$ cat config.mk
export PLATFORM = sky130hd
export DESIGN_NAME = pcd_ports
export DESIGN_NICKNAME = d
export VERILOG_FILES = /design/src/rtl/pcd_pkg.sv /design/src/rtl/pcd_pin_mux.sv /design/src/rtl/pcd_slave_port.sv /design/src/rtl/pcd_ports.sv
export SDC_FILE = /design/constraint.sdc
export NUM_CORES = 1
export LEC_CHECK = 0
export BUFFER_PORTS_ARGS = -buffer_cell sky130_fd_sc_hd__buf_4
export CAP_MARGIN = 20
export CORE_ASPECT_RATIO = 1.75
export CORE_MARGIN = 5
export CORE_UTILIZATION = 35
export CTS_CLUSTER_DIAMETER = 100
export CTS_CLUSTER_SIZE = 40
export DETAILED_ROUTE_END_ITERATION = 6
export MAX_ROUTING_LAYER = met4
export PLACE_DENSITY = 0.66
export SLEW_MARGIN = 20
export SYNTH_ARGS = -nofsm -noshare
export SYNTH_HDL_FRONTEND = slang
export SYNTH_SLANG_ARGS = --single-unit
export TNS_END_PERCENT = 1
$ cat constraint.sdc
create_clock -name clk_in -period 1.5 [get_ports clk_in]
set_input_delay 0.3 -clock clk_in [delete_from_list [all_inputs] [get_ports clk_in]]
set_output_delay 0.3 -clock clk_in [all_outputs]
set_load 0.01 [all_outputs]
$ cat src/rtl/pcd_pkg.sv
// Package for the three-port block with parallel slave port.
// Assumes word-aligned Avalon byte addresses of four times the index.
package pcd_pkg;
  localparam int ADDR_W = 10;
  localparam logic [7:0] IDX_PC_DATA = 8'h07;
  localparam logic [7:0] IDX_PD_DATA = 8'h08;
  localparam logic [7:0] IDX_PE_DATA = 8'h09;
  localparam logic [7:0] IDX_PC_DIR = 8'h87;
  localparam logic [7:0] IDX_PD_DIR = 8'h88;
  localparam logic [7:0] IDX_PE_CTRL = 8'h89;
  localparam logic [7:0] IDX_ANA_CFG = 8'h9F;
  localparam int IN_FULL_BIT = 7;
  localparam int OUT_FULL_BIT = 6;
  localparam int OVERRUN_BIT = 5;
  localparam int PSPEN_BIT = 4;
  localparam logic [7:0] DATA_RST = 8'h00;
  localparam logic [7:0] DIR_RST = 8'hFF;
  localparam logic [2:0] PE_DIR_RST = 3'h7;
  localparam logic [2:0] ANA_RST = 3'h7;
  localparam logic [7:0] PC_ALT_MASK = 8'hC7;
  localparam logic [31:0] RD_UNMAPPED = 32'h0000_0000;
  typedef enum logic [0:0] {
    PCD_IDLE = 1'b0,
    PCD_DONE = 1'b1
  } pcd_bus_t;
endpackage

$ cat src/rtl/pcd_pin_mux.sv
// Per-pin driver select: port latch and direction, or a peripheral.
// Assumes the override enables are already masked to legal pins.
`timescale 1ns/1ps
module pcd_pin_mux #(
  parameter int W = 8
) (
  input wire logic [W-1:0] latch_in,
  input wire logic [W-1:0] dir_in,
  input wire logic [W-1:0] alt_en_in,
  input wire logic [W-1:0] alt_out_in,
  input wire logic [W-1:0] alt_oe_n_in,
  output logic [W-1:0] pin_out,
  output logic [W-1:0] pin_oe_n_out
);
  genvar i;
  generate
    for (i = 0; i < W; i++) begin : g_pin
      // A set direction bit floats the pin
      assign pin_out[i] = alt_en_in[i] ? alt_out_in[i] : latch_in[i];
      assign pin_oe_n_out[i] = alt_en_in[i] ? alt_oe_n_in[i] : dir_in[i];
    end
  endgenerate
endmodule

$ cat src/rtl/pcd_slave_port.sv
// Parallel slave port strobes and status flags.
// Assumes strobe pins are synchronous to clk_in, sampled once per edge.
`timescale 1ns/1ps
module pcd_slave_port (
  input wire logic clk_in,
  input wire logic nrst_in,
  input wire logic other_rst_in,
  input wire logic en_in,
  input wire logic rd_n_in,
  input wire logic wr_n_in,
  input wire logic cs_n_in,
  input wire logic [7:0] data_in,
  input wire logic cpu_rd_in,
  input wire logic cpu_wr_in,
  input wire logic overrun_wr_in,
  input wire logic overrun_wdata_in,
  output logic [7:0] in_latch_out,
  output logic in_full_out,
  output logic out_full_out,
  output logic overrun_out,
  output logic drive_out,
  output logic wr_end_out
);
  logic wr_act;
  logic rd_act;
  logic wr_prev;
  logic rd_prev;
  logic rd_end;
  logic next_in_full;
  logic next_out_full;
  logic next_overrun;

  assign wr_act = en_in & ~wr_n_in & ~cs_n_in;
  assign rd_act = en_in & ~rd_n_in & ~cs_n_in;
  // Byte is taken when the write strobe ends, as on a real bus
  assign wr_end_out = wr_prev & ~wr_act;
  assign rd_end = rd_prev & ~rd_act;
  assign drive_out = rd_act;
  // Set wins over clear on every flag
  assign next_in_full = wr_end_out | (in_full_out & ~cpu_rd_in);
  assign next_out_full = cpu_wr_in | (out_full_out & ~rd_end);
  assign next_overrun = (wr_end_out & in_full_out) |
                        (overrun_wr_in ? overrun_wdata_in : overrun_out);

  always_ff @(posedge clk_in or negedge nrst_in) begin
    if (!nrst_in) begin
      wr_prev <= 1'b0;
      rd_prev <= 1'b0;
      in_full_out <= 1'b0;
      out_full_out <= 1'b0;
      overrun_out <= 1'b0;
    end else if (other_rst_in) begin
      wr_prev <= 1'b0;
      rd_prev <= 1'b0;
      in_full_out <= 1'b0;
      out_full_out <= 1'b0;
      overrun_out <= 1'b0;
    end else begin
      wr_prev <= wr_act;
      rd_prev <= rd_act;
      in_full_out <= next_in_full;
      out_full_out <= next_out_full;
      overrun_out <= next_overrun;
    end
  end

  always_ff @(posedge clk_in or negedge nrst_in) begin
    if (!nrst_in) begin
      in_latch_out <= 8'h00;
    end else if (wr_end_out) begin
      in_latch_out <= data_in;
    end
  end
endmodule

$ cat src/rtl/pcd_ports.sv
// Top of the three-port block: Avalon-MM registers, pins, slave port.
// Assumes nrst_in is the power-on/brown-out reset and other_rst_in a
// synchronous pulse for every other reset source.
// Operation
// - Port C bits 0-2 carry timer and capture
// - Port C bits 6-7 carry USART; 3-5 plain
// - Power-on sets directions all ones; others keep data
// - Port D is eight bits, Schmitt inputs
// - Each port D pin has its own direction
// - Enable bit 4 turns port D into slave
// - Port D buffers TTL in slave mode
// - Pin n carries slave data bit n
// - Port E three pins, own directions, Schmitt
// - Slave mode makes port E the strobes
// - Analog E pins read as zero
// - E directions drive pins even when analog
// - Power-on makes E pins analog
// - Register 89h joins E directions and status
// - Direction one floats pin, zero drives latch
// - Output full flag until external read
// - Overrun on write over unread byte, sticky
//
// Decided for this implementation: the Avalon-MM slave port.
`timescale 1ns/1ps
module pcd_ports (
  input wire logic clk_in,
  input wire logic nrst_in,
  input wire logic other_rst_in,
  input wire logic [pcd_pkg::ADDR_W-1:0] address_in,
  input wire logic read_in,
  input wire logic write_in,
  input wire logic [3:0] byteenable_in,
  input wire logic [31:0] writedata_in,
  output logic [31:0] readdata_out,
  output logic waitrequest_out,
  input wire logic [7:0] pc_in,
  output logic [7:0] pc_out,
  output logic [7:0] pc_oe_n_out,
  input wire logic [7:0] pc_alt_en_in,
  input wire logic [7:0] pc_alt_out_in,
  input wire logic [7:0] pc_alt_oe_n_in,
  output logic [7:0] pc_alt_pin_out,
  input wire logic [7:0] pd_in,
  output logic [7:0] pd_out,
  output logic [7:0] pd_oe_n_out,
  output logic pd_ttl_sel_out,
  input wire logic [2:0] pe_in,
  output logic [2:0] pe_out,
  output logic [2:0] pe_oe_n_out,
  output logic pe_ttl_sel_out,
  output logic [2:0] pe_analog_sel_out
);
  import pcd_pkg::*;

  pcd_bus_t state;
  logic [7:0] pc_data;
  logic [7:0] pd_data;
  logic [2:0] pe_data;
  logic [7:0] pc_dir;
  logic [7:0] pd_dir;
  logic [2:0] pe_dir;
  logic [2:0] ana_cfg;
  logic slave_port_enable;
  logic input_full_flag;
  logic output_full_flag;
  logic input_overrun_flag;
  logic [7:0] pd_in_latch;
  logic psp_drive;
  logic psp_wr_end;
  logic req;
  logic acc_wr;
  logic acc_rd;
  logic lane0;
  logic [7:0] wb;
  logic hit_pc_data;
  logic hit_pd_data;
  logic hit_pe_data;
  logic hit_pc_dir;
  logic hit_pd_dir;
  logic hit_pe_ctrl;
  logic hit_ana;
  logic [7:0] rd_byte;
  logic [7:0] pe_ctrl_rd;
  logic [7:0] pd_rd;
  logic [7:0] pc_alt_en;

  function automatic logic hit(input logic [ADDR_W-1:0] a,
                               input logic [7:0] i);
    hit = (a[ADDR_W-1:2] == i);
  endfunction

  // Bus decode
  assign req = read_in | write_in;
  assign waitrequest_out = req & (state == PCD_IDLE);
  assign acc_wr = write_in & (state == PCD_DONE);
  assign acc_rd = read_in & (state == PCD_DONE);
  assign lane0 = byteenable_in[0];
  assign wb = writedata_in[7:0];
  assign hit_pc_data = hit(address_in, IDX_PC_DATA);
  assign hit_pd_data = hit(address_in, IDX_PD_DATA);
  assign hit_pe_data = hit(address_in, IDX_PE_DATA);
  assign hit_pc_dir = hit(address_in, IDX_PC_DIR);
  assign hit_pd_dir = hit(address_in, IDX_PD_DIR);
  assign hit_pe_ctrl = hit(address_in, IDX_PE_CTRL);
  assign hit_ana = hit(address_in, IDX_ANA_CFG);

  // Status and E directions share one register; bit 3 reads zero
  assign pe_ctrl_rd = {input_full_flag, output_full_flag,
                       input_overrun_flag, slave_port_enable,
                       1'b0, pe_dir};
  // Slave mode reads the input latch, not the pins
  assign pd_rd = slave_port_enable ? pd_in_latch : pd_in;

  assign rd_byte = hit_pc_data ? pc_in :
                   hit_pd_data ? pd_rd :
                   hit_pe_data ? {5'h00, pe_in & ~ana_cfg} :
                   hit_pc_dir ? pc_dir :
                   hit_pd_dir ? pd_dir :
                   hit_pe_ctrl ? pe_ctrl_rd :
                   hit_ana ? {5'h00, ana_cfg} :
                   8'h00;

  always_ff @(posedge clk_in or negedge nrst_in) begin
    if (!nrst_in) begin
      state <= PCD_IDLE;
      readdata_out <= RD_UNMAPPED;
    end else if (state == PCD_IDLE && req) begin
      state <= PCD_DONE;
      readdata_out <= {24'h000000, rd_byte};
    end else begin
      state <= PCD_IDLE;
    end
  end

  // Data latches: defined after power-on, kept over other resets
  always_ff @(posedge clk_in or negedge nrst_in) begin
    if (!nrst_in) begin
      pc_data <= DATA_RST;
      pd_data <= DATA_RST;
      pe_data <= DATA_RST[2:0];
    end else if (acc_wr && lane0) begin
      if (hit_pc_data) begin
        pc_data <= wb;
      end else if (hit_pd_data) begin
        pd_data <= wb;
      end else if (hit_pe_data) begin
        pe_data <= wb[2:0];
      end
    end
  end

  always_ff @(posedge clk_in or negedge nrst_in) begin
    if (!nrst_in) begin
      pc_dir <= DIR_RST;
      pd_dir <= DIR_RST;
      pe_dir <= PE_DIR_RST;
      slave_port_enable <= 1'b0;
      ana_cfg <= ANA_RST;
    end else if (other_rst_in) begin
      pc_dir <= DIR_RST;
      pd_dir <= DIR_RST;
      pe_dir <= PE_DIR_RST;
      slave_port_enable <= 1'b0;
      ana_cfg <= ANA_RST;
    end else if (acc_wr && lane0) begin
      if (hit_pc_dir) begin
        pc_dir <= wb;
      end else if (hit_pd_dir) begin
        pd_dir <= wb;
      end else if (hit_pe_ctrl) begin
        pe_dir <= wb[2:0];
        slave_port_enable <= wb[PSPEN_BIT];
      end else if (hit_ana) begin
        ana_cfg <= wb[2:0];
      end
    end
  end

  pcd_slave_port u_psp (
    .clk_in(clk_in),
    .nrst_in(nrst_in),
    .other_rst_in(other_rst_in),
    .en_in(slave_port_enable),
    .rd_n_in(pe_in[0]),
    .wr_n_in(pe_in[1]),
    .cs_n_in(pe_in[2]),
    .data_in(pd_in),
    .cpu_rd_in(acc_rd & hit_pd_data & slave_port_enable),
    .cpu_wr_in(acc_wr & lane0 & hit_pd_data & slave_port_enable),
    .overrun_wr_in(acc_wr & lane0 & hit_pe_ctrl),
    .overrun_wdata_in(wb[OVERRUN_BIT]),
    .in_latch_out(pd_in_latch),
    .in_full_out(input_full_flag),
    .out_full_out(output_full_flag),
    .overrun_out(input_overrun_flag),
    .drive_out(psp_drive),
    .wr_end_out(psp_wr_end)
  );

  // Only timer, capture and USART pins may be taken over
  assign pc_alt_en = pc_alt_en_in & PC_ALT_MASK;
  assign pc_alt_pin_out = pc_in;

  pcd_pin_mux #(.W(8)) u_pc_mux (
    .latch_in(pc_data),
    .dir_in(pc_dir),
    .alt_en_in(pc_alt_en),
    .alt_out_in(pc_alt_out_in),
    .alt_oe_n_in(pc_alt_oe_n_in),
    .pin_out(pc_out),
    .pin_oe_n_out(pc_oe_n_out)
  );

  // Slave mode ignores port D directions; the host steers the bus
  pcd_pin_mux #(.W(8)) u_pd_mux (
    .latch_in(pd_data),
    .dir_in(pd_dir),
    .alt_en_in({8{slave_port_enable}}),
    .alt_out_in(pd_data),
    .alt_oe_n_in({8{~psp_drive}}),
    .pin_out(pd_out),
    .pin_oe_n_out(pd_oe_n_out)
  );

  // E pins obey their directions even in analog or slave use
  assign pe_out = pe_data;
  assign pe_oe_n_out = pe_dir;
  assign pe_analog_sel_out = ana_cfg;
  assign pd_ttl_sel_out = slave_port_enable;
  assign pe_ttl_sel_out = slave_port_enable;

  // Helper for the checks below
  logic pe_rd_hit;
  assign pe_rd_hit = acc_rd & hit_pe_data;

  property p_one_wait;
    @(posedge clk_in) disable iff (!nrst_in)
    (req && state == PCD_IDLE) |-> waitrequest_out ##1 !waitrequest_out;
  endproperty
  a_one_wait: assert property (p_one_wait)
    else $error("bus answer not after one wait cycle");

  property p_dir_reset;
    @(posedge clk_in) disable iff (!nrst_in)
    other_rst_in |=> (pc_dir == 8'hFF && pd_dir == 8'hFF &&
                      pe_dir == 3'h7);
  endproperty
  a_dir_reset: assert property (p_dir_reset)
    else $error("directions not all ones after reset");

  property p_data_kept;
    @(posedge clk_in) disable iff (!nrst_in)
    (other_rst_in && !acc_wr) |=>
      (pc_data == $past(pc_data) && pd_data == $past(pd_data));
  endproperty
  a_data_kept: assert property (p_data_kept)
    else $error("data latch changed by other reset");

  property p_pd_dir;
    @(posedge clk_in) disable iff (!nrst_in)
    !slave_port_enable |-> (pd_oe_n_out == pd_dir && pd_out == pd_data);
  endproperty
  a_pd_dir: assert property (p_pd_dir)
    else $error("port D pins not steered by direction");

  property p_psp_drive;
    @(posedge clk_in) disable iff (!nrst_in)
    (slave_port_enable && !pe_in[0] && !pe_in[2]) |->
      (pd_oe_n_out == 8'h00 && pd_out == pd_data);
  endproperty
  a_psp_drive: assert property (p_psp_drive)
    else $error("slave read does not drive port D");

  property p_ttl_sel;
    @(posedge clk_in) disable iff (!nrst_in)
    (pd_ttl_sel_out == slave_port_enable) &&
      (pe_ttl_sel_out == slave_port_enable);
  endproperty
  a_ttl_sel: assert property (p_ttl_sel)
    else $error("buffer type does not follow slave mode");

  property p_analog_zero;
    @(posedge clk_in) disable iff (!nrst_in)
    pe_rd_hit |-> ((readdata_out[2:0] & ana_cfg) == 3'h0);
  endproperty
  a_analog_zero: assert property (p_analog_zero)
    else $error("analog pin read not zero");

  property p_e_dir;
    @(posedge clk_in) disable iff (!nrst_in)
    pe_oe_n_out == pe_dir;
  endproperty
  a_e_dir: assert property (p_e_dir)
    else $error("port E driver ignores direction");

  property p_in_full_set;
    @(posedge clk_in) disable iff (!nrst_in)
    (psp_wr_end && !other_rst_in) |=>
      (input_full_flag && pd_in_latch == $past(pd_in));
  endproperty
  a_in_full_set: assert property (p_in_full_set)
    else $error("input full not set by external write");

  property p_out_full_set;
    @(posedge clk_in) disable iff (!nrst_in)
    (acc_wr && lane0 && hit_pd_data && slave_port_enable &&
     !other_rst_in) |=> output_full_flag;
  endproperty
  a_out_full_set: assert property (p_out_full_set)
    else $error("output full not set by CPU write");

  property p_overrun_set;
    @(posedge clk_in) disable iff (!nrst_in)
    (psp_wr_end && input_full_flag && !other_rst_in) |=>
      input_overrun_flag;
  endproperty
  a_overrun_set: assert property (p_overrun_set)
    else $error("overrun not flagged");

  property p_pc_fixed;
    @(posedge clk_in) disable iff (!nrst_in)
    pc_oe_n_out[5:3] == pc_dir[5:3];
  endproperty
  a_pc_fixed: assert property (p_pc_fixed)
    else $error("plain port C pin taken over");

  property p_pc_alt;
    @(posedge clk_in) disable iff (!nrst_in)
    pc_alt_en_in[2] |-> (pc_oe_n_out[2] == pc_alt_oe_n_in[2] &&
                         pc_out[2] == pc_alt_out_in[2]);
  endproperty
  a_pc_alt: assert property (p_pc_alt)
    else $error("capture pin not given to peripheral");

  c_psp_write: cover property (@(posedge clk_in) disable iff (!nrst_in)
    psp_wr_end);
  c_psp_read: cover property (@(posedge clk_in) disable iff (!nrst_in)
    output_full_flag ##[1:50] !output_full_flag);
  c_overrun: cover property (@(posedge clk_in) disable iff (!nrst_in)
    $rose(input_overrun_flag));
endmodule

# Yosys cells after proc, flatten, opt, wreduce, memory -nomap -nowiden
# Index checks and enable logic that the tools add are counted.
dict set report totals {
  wordCells 130
  reg_bits 64
  out_inout_bits 84
  inputBits 94
}
dict set report op_classes {
  n_reduce_logical 14
  n_bitwise 34
  muxes 56
  eq_ne 10
}
# cell n
set op_table {}
lappend op_table {{$mux 8} 14}
lappend op_table {{$mux 3} 12}
lappend op_table {{$eq 8x8->1 const B} 4}
lappend op_table {{$mux 1} 30}
lappend op_table {{$and 1x1->1} 18}
lappend op_table {{$eq 8x4->1 const B} 2}
lappend op_table {{$not 1->1} 10}
lappend op_table {{$reduce_bool 2->1} 5}
lappend op_table {{$eq 8x3->1 const B} 1}
lappend op_table {{$reduce_and 4->1} 2}
lappend op_table {{$ne 2x2->1 const B} 3}
lappend op_table {{$reduce_and 3->1} 2}
lappend op_table {{$reduce_and 5->1} 1}
lappend op_table {{$or 1x1->1} 4}
lappend op_table {{$reduce_and 2->1} 2}
lappend op_table {{$and 3x3->3} 1}
lappend op_table {{$not 3->3} 1}
lappend op_table {{$logic_and 1x1->1} 2}

# Logic depth before layout (Yosys ltp)
dict set report logic_depth {
  word_depth 9
  ltp_mapped 6
  mapped_depth_nobuf 5
}

# Hierarchy
# From an unflattened synthesis, not the netlist that was laid out.
dict set report hier_totals {
  cells_unflattened 388
  hier_area_um2 4067.7
}
# module cells_each area_each_um2 seq_area_each_um2 instances
set modules_own_cells {}
lappend modules_own_cells {pcd_ports 295 2945.3 1303.8 1}
lappend modules_own_cells {pcd_slave_port 61 656.9 325.3 1}
lappend modules_own_cells {pcd_pin_mux 16 232.7 0.0 2}

# Worst setup path after synthesis
# Ideal clock, no wire load.
dict set report synth_path {
  kind {register to register}
  start {register slave_port_enable (netlist: pd_ttl_sel_out)}
  end {register u_psp.in_latch_out[0]}
  arrival_ns 1.527
  setup_ns 0.125
  path_slack_ns -0.152
  t_required_ns 1.375
  synth_period_minus_slack_ns 1.652
  stages_incl_launch_ff 4
  cell_sequence {dfrtp_1 or3b_2 nand2_1 mux2_2}
}
dict set report synth_via {
  elab_chain_len 4
}
# item line_no
set synth_lines {}
lappend synth_lines {{from (decl)} pcd_ports.sv:63} ;# logic slave_port_enable;
lappend synth_lines {{from (signal assigned)} pcd_ports.sv:172} ;# slave_port_enable <= wb[PSPEN_BIT];
lappend synth_lines {{$and 1x1->1 (2 in series)} pcd_slave_port.sv:33} ;# assign wr_act = en_in & ~wr_n_in & ~cs_n_in;
lappend synth_lines {{$not 1->1} pcd_slave_port.sv:36} ;# assign wr_end_out = wr_prev & ~wr_act;
lappend synth_lines {{$and 1x1->1} pcd_slave_port.sv:36}
lappend synth_lines {{to (signal assigned)} pcd_slave_port.sv:71} ;# in_latch_out <= data_in;
lappend synth_lines {{to (decl)} pcd_slave_port.sv:17} ;# output logic [7:0] in_latch_out,
# Every way passes these cells.
# A chain may end at the register's enable or synchronous reset.

# Worst setup path in the final report
dict set report layout_path {
  start {register slave_port_enable (netlist: pd_ttl_sel_out)}
  end {output port pd_oe_n_out[6]}
}
dict set report layout_via {
  elab_chain_len 4
}
# item line_no
set layout_lines {}
lappend layout_lines {{$and 1x1->1 (2 in series)} pcd_slave_port.sv:34} ;# assign rd_act = en_in & ~rd_n_in & ~cs_n_in;
lappend layout_lines {{$not 1->1} pcd_ports.sv:220} ;# .alt_oe_n_in({8{~psp_drive}}),
lappend layout_lines {{$mux 1 (*)} pcd_pin_mux.sv:20} ;# assign pin_oe_n_out[i] = alt_en_in[i] ? alt_oe_n_in[i] : dir_in[i];
lappend layout_lines {{to (decl)} pcd_ports.sv:45} ;# output logic [7:0] pd_oe_n_out,
# Every way passes the cells marked *; elsewhere a longest branch is shown, timed or not.

==> run metrics <==
status=finished, violations left; failing checks=setup timing; Vias/cell=5.038; vias in the first global route=3,297; PnR worst setup slack=-0.2144 ns; Max Root-Sink Buffers=2; Rows=49; # IOs=178; clk_skew=0.003383 ns; Crit. Startpoint=pd_ttl_sel_out; post-layout minimum cycle time=1.714 ns; WL met2=5.717 mm; GR Util All Layers=17.69%; Cell Area, Synth=0.003646 mm²; Area after DPL=0.004695 mm²; sequential area share after synthesis=44.68%; CP startpoint kind=flop; die width=87.16 µm; GP Congestion=0.9012; crit-path leading delay family=buffers and inverters; Metal-1 WL=3.848 mm; Design Area, Final=0.005167 mm²; Worst Setup End Kind=output port; Iter 0 DRT Violations=149; post-route ant nets=0; Worst VDD drop=563.7 µV; area grow syn2layout=41.73%; WP data arrival=1.41 ns; Yosys reg bits=64; Critical Path Max Stage Delay=0.39 ns; leading post-synthesis cells by cell area=dfrtp_1, dfstp_2, mux2_2; post-DP HPWL=8.450 mm; Slowest cell on crit path=dfrtp_1; unrepaired setup endpoints after global routing=true; DR top layer=met4; CTS tree=built; Max Freq=0.5833 GHz; post-synth top area share=28.83%; Ant. Diodes=0; Fin Setup TNS=-1.943 ns; syn_area_per_cell=10.66 µm²; Synth area leader=dfrtp_1; kind of critical path=flop to output port; Slew Limit Fails=0; via count=3,088; Cells after Synth=342; CTS H-tree lvls=3; maximum number of pins on one net before global-route repair=39; final count of negative-setup-slack endpoints=14; Num CTS Buffers=9; Stages on worst setup path=5; pwr dens=900.1 mW/mm²; Yosys cell types=42; Reg-to-Reg Start=pd_ttl_sel_out; worst path required time=1.20 ns; Routed met3 length=732 µm; Pleak=0.002477 µW; drc violations=0; CTS Sinks=64; final worst path period share=114.3%; initial antenna violation count=0; 1st-pass router iterations=4; clock transition time at the flip-flop clock pins of the worst setup and hold paths=0.05 ns; final hold vios=0; Worst Reg-to-Reg Cells=7; worst path buffer plus inverter count=3; crit path cell chain=buf_12 > nor3b_4 > buf_6 > nor2_1 > buf_4; grt ovf=0; RR Endpoint=readdata_out[5]; max-cap violation count=0; routed wire length=10.71 mm; DR WL/cell=17.48 µm; die height=145.0 µm; critical-path maximum fanout=9; core area=0.01024 mm²; Initial Utilization=35.61%; crit path to=pd_oe_n_out[6]; Clock Latency Late Sink=0.33 ns; first-pass GRT wire length=16.77 mm; Port-buffer cells=115; clk root buf=clkbuf_16; final core occ=50.47%; Ys Warns=0; Hold Crit Class=input pin to flop; share of cells above drive strength 1=53.09%; nets=575; DIE AREA=0.01264 mm²; reg-to-reg setup timing slack=-0.11 ns
## registers in the layout (all words and copies together), names as in the netlist
signal and count:
pd_dir 8, u_psp.out_full_out 1, u_psp.in_latch_out 8, pe_analog_sel_out 3
pe_oe_n_out 3, u_psp.in_full_out 1, u_psp.overrun_out 1, pd_data 8
u_psp.wr_prev 1, state 1, pd_ttl_sel_out 1, readdata_out 8
pe_out 3, pc_dir 8, pc_data 8, u_psp.rd_prev 1
## per-layer routing
metal,GRT usage [%],vias up
met4,8.986,0
met5,-,-
li1,-,1440
met3,3.744,30
met1,18.51,1498
met2,30.48,120
## placed cells by master (no fill, tap or decap), types with 4 or more instances in the layout
| cell | instances |
|---|---|
| clkbuf_16 | 9 |
| buf_6 | 6 |
| dfrtp_1 | 42 |
| nor2_2 | 6 |
| nand2_1 | 14 |
| nand3_1 | 7 |
| nor2_1 | 42 |
| o2bb2ai_1 | 8 |
| conb_1 | 24 |
| o21ai_0 | 11 |
| inv_1 | 9 |
| mux2i_1 | 13 |
| mux2_2 | 37 |
| buf_4 | 150 |
| o22a_1 | 4 |
| a211o_1 | 25 |
| dfstp_2 | 22 |
## worst min path at each step
stage	start	end	slack [ns]	cells past startpoint
final	pc_in[2]	readdata_out[2]	0.19	2
after global routing	pc_in[2]	readdata_out[2]	0.20	2
after CTS	pc_in[2]	readdata_out[2]	0.19	2
after detailed placement	nrst_in	pc_data[5]	0.16	1
after global placement	nrst_in	pd_data[5]	0.15	1
after floorplan	nrst_in	pc_data[0]	0.004	0
## report_power, final
part	switching, µW	internal, µW	leakage [µW]
logic	311	315	0.00151
registers	20.8	1770	0.000807
clock network	749	1490	0.000158
total	1080	3570	0.00248
## Yosys cell counts
cell / number
buf_1: 1
nor4_1: 1
nor2_1: 49
dfstp_2: 22
nand2_1: 15
inv_1: 10
a22oi_1: 1
nand3_4: 2
o2bb2ai_1: 8
nand3_1: 7
buf_6: 3
mux2_2: 37
nor4b_4: 2
buf_2: 6
nand4_1: 2
o41ai_1: 1
clkbuf_1: 5
nand4b_1: 1
mux2i_1: 14
nor3_1: 3
o22a_1: 4
nand2b_1: 1
dfrtp_1: 42
or3b_2: 2
conb_1: 1
nor3b_2: 1
or4b_2: 1
nor4b_1: 1
nor2b_1: 1
and4b_1: 1
and4_1: 1
o21bai_1: 1
a311oi_1: 3
o21ai_0: 12
nor3b_1: 2
and2_1: 1
nand4_4: 1
buf_4: 40
a221oi_1: 4
a211o_1: 25
a21oi_1: 3
and3_1: 4
## stage by stage
stage          setup WS (ns)  std cells  hold WS (ns)  power [µW]
5_1_grt              -0.2901        613        0.1969        4829
2_1_floorplan        -0.1395        365      0.004409        2104
3_5_place_dp         -0.1668        591        0.1561        2417
3_3_place_gp         -0.1550        591        0.1521        2407
6_report             -0.2144        613        0.1949        4651
4_1_cts              -0.2331        613        0.1881        4682
## logic make-up (layout without fill, tap and decap cells)
| family | count (synthesis) | in the layout | synth area share [%] |
|---|---|---|---|
| buf+inv | 65 | 186 | 11.63 |
| compound gates | 62 | 62 | 13.28 |
| other cells | 1 | 24 | 0.1029 |
| simple gates | 99 | 99 | 15.03 |
| flops | 64 | 64 | 44.68 |
| mux | 51 | 51 | 15.27 |
## final cells by class
| class | instances | area (µm²) |
|---|---|---|
| fill | 934 | 5071 |
| clock buffer | 10 | 239.0 |
| tap | 127 | 158.9 |
| inverter | 10 | 37.54 |
| clock inverter | 6 | 82.58 |
| multi-input combinational | 236 | 1757 |
| sequential | 64 | 1629 |
| timing repair buffer | 160 | 1264 |
## what timing repair did
item | 4_1_cts | 5_1_grt
gates cloned | 0 | 0
resized for setup | 17 | 12
pin swaps | 4 | 2
buffers inserted | 5 | 0
endpoints found under the hold margin | 10 | 0
hold buffers | 1 | 0
endpoints found under the setup margin | 38 | 34
No activity file was read; power rests on OpenSTA's default activity.
